==> src/design/drc_pkg.sv <==
// Constants and types for the DRAM refresh and error-correcting controller.
// Assumes a single 100 MHz clock shared by every design file.
package drc_pkg;
   localparam int          CLK_MHZ          = 100;
   localparam int          REF_PERIOD_US    = 125;
   localparam int          REF_PERIOD_CYC   = REF_PERIOD_US * CLK_MHZ;
   localparam int          REF_PER_PERIOD   = 8;
   localparam int          ROW_W            = 8;
   localparam int          ADDR_W           = 20;
   localparam int          DATA_W           = 16;
   localparam int          CHK_W            = 6;
   localparam int          COL_LSB          = 8;
   localparam int          RAS_CYC          = 2;
   localparam int          CAS_CYC          = 2;
   localparam int          RD_WAIT_CYC      = 3;
   localparam int          FIX_WAIT_CYC     = 2;
   localparam int          TALLY_W          = 4;
   localparam logic [3:0]  TALLY_NEED       = 4'h8;
   localparam logic [7:0]  ROW_RST          = 8'h00;

   typedef enum logic [1:0] {
      DRC_CYC_IDLE,
      DRC_CYC_READ,
      DRC_CYC_WRITE,
      DRC_CYC_OTHER
   } drc_cyc_t;

   typedef enum logic [1:0] {
      DRC_SEL_NONE,
      DRC_SEL_ROW,
      DRC_SEL_COL,
      DRC_SEL_REF
   } drc_sel_t;
endpackage

==> src/design/drc_ecc.sv <==
// Modified Hamming check-bit generator and syndrome corrector for 16-bit words.
// Assumes purely combinational use from the same clock domain as its user.
`timescale 1ns/10ps
module drc_ecc
   import drc_pkg::*;
(
   input  wire logic [DATA_W-1:0] data_in,
   input  wire logic [CHK_W-1:0]  chk_in,
   output logic      [CHK_W-1:0]  chk_gen,
   output logic      [DATA_W-1:0] data_fix,
   output logic                   err_single,
   output logic                   err_double
);
   // Data bit i sits at Hamming position pos(i); positions that are powers of two hold checks
   function automatic logic [4:0] pos_of(input int i);
      int p;
      int k;
      p = 3;
      k = 0;
      for (int n = 3; n < 32; n++) begin
         if ((n & (n - 1)) != 0) begin
            if (k == i) begin
               p = n;
            end
            k++;
         end
      end
      return p[4:0];
   endfunction

   logic [4:0] syn;
   logic       ovr;

   always_comb begin
      logic [4:0] acc;
      acc = 5'h00;
      for (int i = 0; i < DATA_W; i++) begin
         if (data_in[i]) begin
            acc = acc ^ pos_of(i);
         end
      end
      // Overall parity bit makes double errors distinguishable
      chk_gen = {^{data_in, acc}, acc};
      syn     = acc ^ chk_in[4:0];
      ovr     = ^{data_in, chk_in};
      data_fix = data_in;
      for (int i = 0; i < DATA_W; i++) begin
         if (ovr && syn == pos_of(i)) begin
            data_fix[i] = ~data_in[i];
         end
      end
      err_single = ovr;
      err_double = !ovr && (syn != 5'h00);
   end
endmodule // drc_ecc

==> src/design/drc_ctrl.sv <==
// DRAM controller with hidden and burst refresh and single-error correction.
// Assumes an external decoder supplies the cycle type, and the bench resolves tri-state pins.
// Function
// - Everything runs on one clock; the refresh timer counts it.
// - Access drives row strobe, then column strobe; write strobe on writes and on single-error read write-back.
// - Writes take no wait; check bits written with the data.
// - Reads insert at least one wait, released when no error.
// - A detected error adds two more wait states for correction.
// - Data pins float during read; corrected word captured into output registers.
// - After DRAM outputs turn off, drive corrected word back for CPU and DRAM.
// - Aim for eight row refreshes per 125 us period.
// - Non-memory cycles carry a hidden refresh with row strobe only, until eight are done in the period.
// - Missing refreshes at period end: hold processor, wait, burst them.
// - ALE-started timing machine makes strobes, wait, hold, counter clock, select.
// - Eight-bit refresh row counter, advanced by the timing machine.
// - Address mux shows row for row strobe, then column for column strobe.
// - Refresh shows counter value and pulses only the row strobe.
// - Writes compute six check bits with modified Hamming code.
// - Reads recompute and compare check bits, correcting correctable words.
// - Uncorrectable read error raises the non-maskable interrupt.
// - Address latched from the muxed bus; data feeds checker unregistered.
// - Row, column and refresh sources drive the address one at a time.
`timescale 1ns/10ps
module drc_ctrl
   import drc_pkg::*;
(
   input  wire logic                 clk,
   input  wire logic                 rstn,
   input  wire logic                 ale,
   input  wire drc_pkg::drc_cyc_t    cpu_cycle_status,
   input  wire logic [ADDR_W-1:0]    ad_in,
   input  wire logic [CHK_W-1:0]     chk_in,
   output logic      [DATA_W-1:0]    dq_out,
   output logic                      dq_oe,
   output logic      [CHK_W-1:0]     chk_out,
   output logic                      chk_oe,
   output logic      [ROW_W-1:0]     dram_addr,
   output logic                      ras_n,
   output logic                      cas_n,
   output logic                      we_n,
   output logic                      dram_oe_n,
   output logic                      cpu_wait,
   output logic                      cpu_hold,
   output logic                      nmi
);
   import drc_pkg::*;

   typedef enum logic [3:0] {
      ST_IDLE,
      ST_RAS,
      ST_CAS,
      ST_CHECK,
      ST_FIX,
      ST_WBACK,
      ST_REF,
      ST_REF_GAP,
      ST_DONE
   } drc_state_t;

   typedef struct packed {
      drc_state_t         st;
      logic [15:0]        tmr;
      logic [TALLY_W-1:0] tally;
      logic               burst;
      logic [TALLY_W-1:0] owed;
      logic [ROW_W-1:0]   row;
      logic [ADDR_W-1:0]  addr;
      logic               wr;
      logic               fix_ok;
      logic [2:0]         cnt;
      logic [DATA_W-1:0]  dq;
      logic               dq_oe;
      logic [CHK_W-1:0]   chk;
      logic               chk_oe;
      logic [ROW_W-1:0]   dram_addr;
      logic               ras_n;
      logic               cas_n;
      logic               we_n;
      logic               dram_oe_n;
      logic               wait_o;
      logic               hold_o;
      logic               nmi;
   } drc_regs_t;

   localparam logic [15:0] TMR_LAST = 16'(REF_PERIOD_CYC - 1);

   drc_regs_t r_q;
   drc_regs_t r_d;

   logic [CHK_W-1:0]  chk_gen;
   logic [DATA_W-1:0] data_fix;
   logic              err_single;
   logic              err_double;

   // Read data enters the checker straight from the pins, no register
   drc_ecc u_ecc (
      .data_in    (ad_in[DATA_W-1:0]),
      .chk_in     (chk_in),
      .chk_gen    (chk_gen),
      .data_fix   (data_fix),
      .err_single (err_single),
      .err_double (err_double)
   );

   drc_sel_t          addr_sel;
   logic [2:0]        src_en;
   logic [ROW_W-1:0]  src_row;
   logic [ROW_W-1:0]  src_col;
   logic [ROW_W-1:0]  src_ref;
   logic [ROW_W-1:0]  addr_bus;

   // Select decode mirrors the state machine below so the bus is ready in the same cycle
   always_comb begin
      addr_sel = DRC_SEL_NONE;
      unique case (r_q.st)
         ST_IDLE: begin
            if (r_q.burst) begin
               addr_sel = DRC_SEL_REF;
            end else if (ale) begin
               unique case (cpu_cycle_status)
                  DRC_CYC_READ, DRC_CYC_WRITE: begin
                     addr_sel = DRC_SEL_ROW;
                  end
                  DRC_CYC_OTHER: begin
                     if (r_q.tally < TALLY_NEED) begin
                        addr_sel = DRC_SEL_REF;
                     end
                  end
                  DRC_CYC_IDLE: begin
                  end
               endcase
            end
         end
         ST_RAS: begin
            if (r_q.cnt == 3'h0) begin
               addr_sel = DRC_SEL_COL;
            end
         end
         ST_REF_GAP: begin
            if (r_q.burst && r_q.owed != '0) begin
               addr_sel = DRC_SEL_REF;
            end
         end
         ST_CAS, ST_CHECK, ST_FIX, ST_WBACK, ST_REF, ST_DONE: begin
         end
         default: begin
         end
      endcase
   end

   assign src_row = ad_in[ROW_W-1:0];
   assign src_col = r_q.addr[COL_LSB+ROW_W-1:COL_LSB];
   assign src_ref = r_q.row;
   assign src_en  = {addr_sel == DRC_SEL_REF, addr_sel == DRC_SEL_COL, addr_sel == DRC_SEL_ROW};

   // One-hot enables stand in for the internal tri-state bus: never two drivers at once
   for (genvar b = 0; b < ROW_W; b++) begin : g_abus
      assign addr_bus[b] = (src_en[0] & src_row[b]) | (src_en[1] & src_col[b])
                         | (src_en[2] & src_ref[b]);
   end

   always_comb begin
      logic period_end;
      period_end = (r_q.tmr == TMR_LAST);
      r_d = r_q;
      // Free-running period timer on the system clock
      r_d.tmr = period_end ? 16'h0000 : r_q.tmr + 16'h0001;
      unique case (r_q.st)
         ST_IDLE: begin
            r_d.dq_oe     = 1'b0;
            r_d.chk_oe    = 1'b0;
            r_d.ras_n     = 1'b1;
            r_d.cas_n     = 1'b1;
            r_d.we_n      = 1'b1;
            r_d.dram_oe_n = 1'b1;
            if (r_q.burst) begin
               r_d.wait_o    = 1'b1;
               r_d.dram_addr = addr_bus;
               r_d.ras_n     = 1'b0;
               r_d.cnt       = 3'(RAS_CYC - 1);
               r_d.st        = ST_REF;
            end else if (ale) begin
               r_d.addr = ad_in;
               unique case (cpu_cycle_status)
                  DRC_CYC_READ, DRC_CYC_WRITE: begin
                     r_d.wr        = (cpu_cycle_status == DRC_CYC_WRITE);
                     r_d.dram_addr = addr_bus;
                     r_d.ras_n     = 1'b0;
                     r_d.wait_o    = (cpu_cycle_status == DRC_CYC_READ);
                     r_d.cnt       = 3'(RAS_CYC - 1);
                     r_d.st        = ST_RAS;
                  end
                  DRC_CYC_OTHER: begin
                     if (r_q.tally < TALLY_NEED) begin
                        r_d.dram_addr = addr_bus;
                        r_d.ras_n     = 1'b0;
                        r_d.cnt       = 3'(RAS_CYC - 1);
                        r_d.st        = ST_REF;
                     end
                  end
                  DRC_CYC_IDLE: begin
                  end
               endcase
            end
         end
         ST_RAS: begin
            if (r_q.cnt == 3'h0) begin
               r_d.dram_addr = addr_bus;
               r_d.cas_n     = 1'b0;
               r_d.cnt       = 3'(CAS_CYC - 1);
               if (r_q.wr) begin
                  r_d.we_n   = 1'b0;
                  // Processor data and fresh check bits go out together
                  r_d.dq     = ad_in[DATA_W-1:0];
                  r_d.chk    = chk_gen;
                  r_d.dq_oe  = 1'b1;
                  r_d.chk_oe = 1'b1;
                  r_d.st     = ST_DONE;
               end else begin
                  r_d.dram_oe_n = 1'b0;
                  r_d.dq_oe     = 1'b0;
                  r_d.cnt       = 3'(RD_WAIT_CYC - 1);
                  r_d.st        = ST_CHECK;
               end
            end else begin
               r_d.cnt = r_q.cnt - 3'h1;
            end
         end
         ST_CHECK: begin
            if (r_q.cnt == 3'h0) begin
               if (err_single || err_double) begin
                  r_d.dq     = data_fix;
                  r_d.fix_ok = err_single;
                  r_d.nmi    = r_q.nmi | err_double;
                  r_d.dram_oe_n = 1'b1;
                  r_d.cnt    = 3'(FIX_WAIT_CYC - 1);
                  r_d.st     = ST_FIX;
               end else begin
                  r_d.wait_o = 1'b0;
                  r_d.cnt    = 3'(CAS_CYC - 1);
                  r_d.st     = ST_DONE;
               end
            end else begin
               r_d.cnt = r_q.cnt - 3'h1;
            end
         end
         ST_FIX: begin
            // DRAM outputs are already off, so driving now cannot fight them
            if (r_q.fix_ok) begin
               r_d.dq_oe  = 1'b1;
               r_d.chk_oe = 1'b1;
            end
            // Check bits and write wait until the corrected word is on the pins
            if (r_q.fix_ok && r_q.dq_oe) begin
               r_d.chk  = chk_gen;
               r_d.we_n = 1'b0;
            end
            if (r_q.cnt == 3'h0) begin
               r_d.wait_o = 1'b0;
               r_d.st     = ST_WBACK;
            end else begin
               r_d.cnt = r_q.cnt - 3'h1;
            end
         end
         ST_WBACK: begin
            r_d.cnt = 3'(CAS_CYC - 1);
            r_d.st  = ST_DONE;
         end
         ST_REF: begin
            if (r_q.cnt == 3'h0) begin
               r_d.ras_n = 1'b1;
               r_d.row   = r_q.row + 8'h01;
               if (r_q.burst) begin
                  // Burst refreshes pay the old period's debt, not the new tally
                  r_d.owed = r_q.owed - 4'h1;
               end else if (r_q.tally < TALLY_NEED) begin
                  r_d.tally = r_q.tally + 4'h1;
               end
               r_d.st    = ST_REF_GAP;
            end else begin
               r_d.cnt = r_q.cnt - 3'h1;
            end
         end
         ST_REF_GAP: begin
            if (r_q.burst && r_q.owed != '0) begin
               r_d.dram_addr = addr_bus;
               r_d.ras_n     = 1'b0;
               r_d.cnt       = 3'(RAS_CYC - 1);
               r_d.st        = ST_REF;
            end else begin
               if (r_q.burst) begin
                  r_d.burst  = 1'b0;
                  r_d.hold_o = 1'b0;
                  r_d.wait_o = 1'b0;
               end
               r_d.st = ST_IDLE;
            end
         end
         ST_DONE: begin
            if (r_q.cnt == 3'h0) begin
               r_d.ras_n  = 1'b1;
               r_d.cas_n  = 1'b1;
               r_d.we_n   = 1'b1;
               r_d.dram_oe_n = 1'b1;
               r_d.dq_oe  = 1'b0;
               r_d.chk_oe = 1'b0;
               r_d.st     = ST_IDLE;
            end else begin
               r_d.cnt = r_q.cnt - 3'h1;
            end
         end
         default: r_d.st = ST_IDLE;
      endcase
      // Period end clears the tally; a shortfall becomes a burst debt and holds the processor
      if (period_end) begin
         r_d.tally = '0;
         if (r_q.tally < TALLY_NEED) begin
            r_d.burst  = 1'b1;
            r_d.hold_o = 1'b1;
            r_d.owed   = TALLY_NEED - r_q.tally;
         end
      end
   end

   always_ff @(posedge clk or negedge rstn) begin
      if (!rstn) begin
         r_q           <= '0;
         r_q.st        <= ST_IDLE;
         r_q.row       <= ROW_RST;
         r_q.ras_n     <= 1'b1;
         r_q.cas_n     <= 1'b1;
         r_q.we_n      <= 1'b1;
         r_q.dram_oe_n <= 1'b1;
      end else begin
         r_q <= r_d;
      end
   end

   assign dq_out    = r_q.dq;
   assign dq_oe     = r_q.dq_oe;
   assign chk_out   = r_q.chk;
   assign chk_oe    = r_q.chk_oe;
   assign dram_addr = r_q.dram_addr;
   assign ras_n     = r_q.ras_n;
   assign cas_n     = r_q.cas_n;
   assign we_n      = r_q.we_n;
   assign dram_oe_n = r_q.dram_oe_n;
   assign cpu_wait  = r_q.wait_o;
   assign cpu_hold  = r_q.hold_o;
   assign nmi       = r_q.nmi;
endmodule // drc_ctrl

==> config.mk <==
export PLATFORM = sky130hd
export DESIGN_NAME = drc_ctrl
export DESIGN_NICKNAME = d
export VERILOG_FILES = /design/src/design/drc_pkg.sv /design/src/design/drc_ecc.sv /design/src/design/drc_ctrl.sv
export SDC_FILE = /design/constraint.sdc
export NUM_CORES = 1
export LEC_CHECK = 0
export ABC_CLOCK_PERIOD_IN_PS = 3000
export CAP_MARGIN = 20
export CORE_ASPECT_RATIO = 1.4
export CORE_UTILIZATION = 25
export DETAILED_ROUTE_END_ITERATION = 7
export DONT_BUFFER_PORTS = 1
export PLACE_DENSITY = 0.47
export SLEW_MARGIN = 15
export SYNTH_ARGS = -nofsm -noshare
export SYNTH_HDL_FRONTEND = slang
export SYNTH_SLANG_ARGS = --single-unit
==> constraint.sdc <==
create_clock -name clk -period 3 [get_ports clk]
set_input_delay 0.15 -clock clk [delete_from_list [all_inputs] [get_ports clk]]
set_output_delay 0.15 -clock clk [all_outputs]
set_load 0.005 [all_outputs]
==> metrics.txt <==
syn_nets 607; portion of the post-synthesis area used by sequential elements 41.05%; ports placed on the boundary 70; fraction of synthesized cell area taken by the top area cell type between 30% and 40%; Async SR Flop Fraction 100.0%; antenna violations before repair 0; CTS Root Cell sky130_fd_sc_hd__clkbuf_16; Post-CTS Repair Setup Buffers 0; floorplan core area 21280 µm²; Final min period approximately 2.5 ns; overflow left after global routing 0; Required @ worst endpoint 3.23 ns; sink count of the clock tree 89; count of warnings emitted by yosys 0; total clock buffers created by CTS 9; antenna diode instance count 0; highest net fanout along the worst path 18; average vias per placed instance 4.826; final setup violation count 0; quantity of I/O buffers inserted on ports 0; total die area 22350 µm²; status completed; detailed-routing iteration count for the pre-antenna-repair pass 4; number of standard cells in the layout, taps in and fillers out 821; setup TNS after final layout 0 ns; kind of end point of the critical path flip-flop; number of H-tree branching levels 3; Final Cycle Share 84.01%; Static Leakage between 2 and 3 nW; synthesis-to-finish area growth 10.98%; wire length of the first global-routing pass 21630 µm; number of synthesized flops with an enable pin 0; number of cells in the design after placement 789; unrepaired setup endpoints after global routing no; pin count of the biggest net entering global routing 90; post-synth design cell area 5438 µm²; starting density of the core 25.55%; count of pins over their slew limit 0; Routability Congestion approximately 0.82; detailed placement HPWL a little over 10000 µm; Achievable Freq 396.8 MHz; count of mapped cells out of synthesis approximately 570; worst slew margin relative to its limit 57.89%; via count 3962; worst skew pair latency between 0.3 and 0.4 ns; category of the worst setup path launch point flip-flop; total DRC errors in the routed layout 0; number of violations reported at the end of detailed-routing iteration 0 199; worst vdd rail ir drop 0.0003209 V; buffer depth of the longest clock path 2; count of cell types in the netlist 59; Avg Inst Size Synth 9.624 µm²; fraction of final layout cells with drive strength greater than 1 7.487%; vertical die dimension 176.5 µm; cell accounting for the most synthesized area sky130_fd_sc_hd__dfrtp_1; Antenna Nets Post-Route 0; Max Clock Skew 0.01031 ns; worst endpoint data arrival time between 2 and 3 ns; worst hold path class in2reg; Hold Vio Cnt, Final 0; count of standard-cell rows 63; number of synthesized register bits 89; number of nets in the final layout 598; average wire length per cell after detail routing 16.63 µm; Worst Tran Pin Value 0.6274 ns; Routed Wire Length 13650 µm; kind of critical path reg2reg; clock tree from TritonCTS yes; maximum capacitance violations 0; Total GRT Usage 12.75%; Die Wd about 130 µm; Power per Cell Area 866.5 nW/µm²; CTS clock-pin slew for the worst setup and hold paths around 0.070 ns; Post-synth top flop sky130_fd_sc_hd__dfrtp_1; leading post-synthesis cells by cell area sky130_fd_sc_hd__dfrtp_1, sky130_fd_sc_hd__xnor2_1, sky130_fd_sc_hd__nor2_1; number of global-route vias before repair roughly 4k
## cells in the final DEF (no fill, tap or decap), drive strengths merged, types with 2 or more instances in the layout
cell	Yosys	routed
buf	33	14
xnor2	52	52
and3	2	2
a21oi	30	30
nor2	73	73
a2bb2oi	8	8
nor3	9	9
ha	11	11
dfstp	4	4
or4b	4	4
o31ai	2	2
nand3	19	19
clkbuf	16	10
nor2b	11	11
mux2i	10	10
xor2	21	21
inv	12	15
a211oi	2	2
clkinv	0	2
dfrtp	85	85
nand2b	7	7
nor4	5	5
dlygate4sd3	0	15
mux2	17	17
o21ai	29	29
nand4	6	6
o21a	2	2
o22ai	6	6
or2	3	3
xnor3	11	11
nand2	46	46
a21o	4	4
a41oi	2	2
and2	3	3
## area by class of cell
| type | instances | area [µm²] |
|---|---|---|
| Clock buffer | 10 | 239.0 |
| Clock inverter | 6 | 50.05 |
| Fill cell | 2257 | 15250 |
| Inverter | 12 | 45.04 |
| Multi-Input combinational cell | 415 | 2868 |
| Sequential cell | 89 | 2232 |
| Tap cell | 260 | 325.3 |
| Timing Repair Buffer | 29 | 275.3 |
## what timing repair did
| item | 4_1_cts | 5_1_grt |
|---|---|---|
| endpoints found under the hold margin | 112 | 0 |
| hold buffers | 16 | 0 |
| gates resized for setup | 0 | 0 |
## flip-flops by register name, summed over array words and instances, names as in the netlist, 6 cells and up
signal,count
r_q,42
chk_out,6
dram_addr,8
src_ref,8
dq_out,16
## where the power goes
group,leakage [nW],total (mW),internal (mW),switching (mW)
Clock,0.141,1.11,0.596,0.518
Sequential,1.12,1.97,1.60,0.371
Combinational,1.25,2.15,0.930,1.22
## critical path, stage by stage (launching register included)
cell and delay (ns):
sky130_fd_sc_hd__dfrtp_1 0.66, sky130_fd_sc_hd__nand2b_1 0.19, sky130_fd_sc_hd__nor2_1 0.22, sky130_fd_sc_hd__nand2_1 0.24, sky130_fd_sc_hd__o21ai_1 0.20, sky130_fd_sc_hd__o311a_1 0.50, sky130_fd_sc_hd__mux2_2 0.39
## synth_stat cells (9+ instances only)
library cell and instances:
sky130_fd_sc_hd__nand3_1 19, sky130_fd_sc_hd__mux2_1 15, sky130_fd_sc_hd__ha_1 11, sky130_fd_sc_hd__buf_4 30, sky130_fd_sc_hd__nand2_1 46, sky130_fd_sc_hd__mux2i_1 10, sky130_fd_sc_hd__dfrtp_1 85, sky130_fd_sc_hd__nor2b_1 11
sky130_fd_sc_hd__o21ai_1 22, sky130_fd_sc_hd__clkbuf_1 16, sky130_fd_sc_hd__xnor2_1 52, sky130_fd_sc_hd__nor3_1 9, sky130_fd_sc_hd__a21oi_1 30, sky130_fd_sc_hd__nor2_1 73, sky130_fd_sc_hd__xor2_1 21, sky130_fd_sc_hd__xnor3_1 9
sky130_fd_sc_hd__inv_1 11
## logic make-up after synthesis
| group | synth area share [%] |
|---|---|
| AO/OA/AOI/OAI | 11.16 |
| buffers and inverters | 6.351 |
| multiplexers | 5.361 |
| XOR/XNOR | 16.80 |
| adder cells (fa/ha/maj) | 2.715 |
| AND/OR/NAND/NOR | 16.57 |
| flip-flops | 41.05 |
## metal layers
layer  wire length (µm)  part of all wire [%]  global-route usage (%)  vias to the layer above
li1                   -                     -                       -                     1900
met1               5318                    39                   13.42                     1925
met2               6879                    50                   22.38                      102
met3                876                   6.4                   3.909                       35
met4                579                   4.2                   7.430                        0
met5                  0                     0                       0                        -
## final timing paths
| kind | start | end | slack, ns | cells past startpoint |
|---|---|---|---|---|
| min | ad_in[7] | dq_out[7] | 0.01 | 2 |
| max | r_q[97] | chk_out[3] | 0.48 | 6 |
| max reg2reg | r_q[97] | chk_out[3] | 0.48 | 6 |
| max in group asynchronous | rstn | r_q[81] | 2.22 | 2 |
| min in group asynchronous | rstn | dq_out[13] | 0.35 | 2 |
| min reg2reg | r_q[81] | r_q[81] | 0.46 | 1 |
## metrics by stage
stage,setup WS (ns),hold WS [ns],total power [mW],utilization [%],instance area (µm²)
after global routing,0.2383,0.005874,5.622,28.35,6035
final,0.4798,0.009906,5.229,28.35,6035
after global placement,0.4538,-0.1437,4.063,26.16,5568
after detailed placement,0.4380,-0.1436,4.097,26.16,5568
after CTS,0.4654,0.004611,5.290,28.35,6035
after floorplan,0.5858,-0.1456,3.768,-,5438
(Power assumes the default switching activity.)
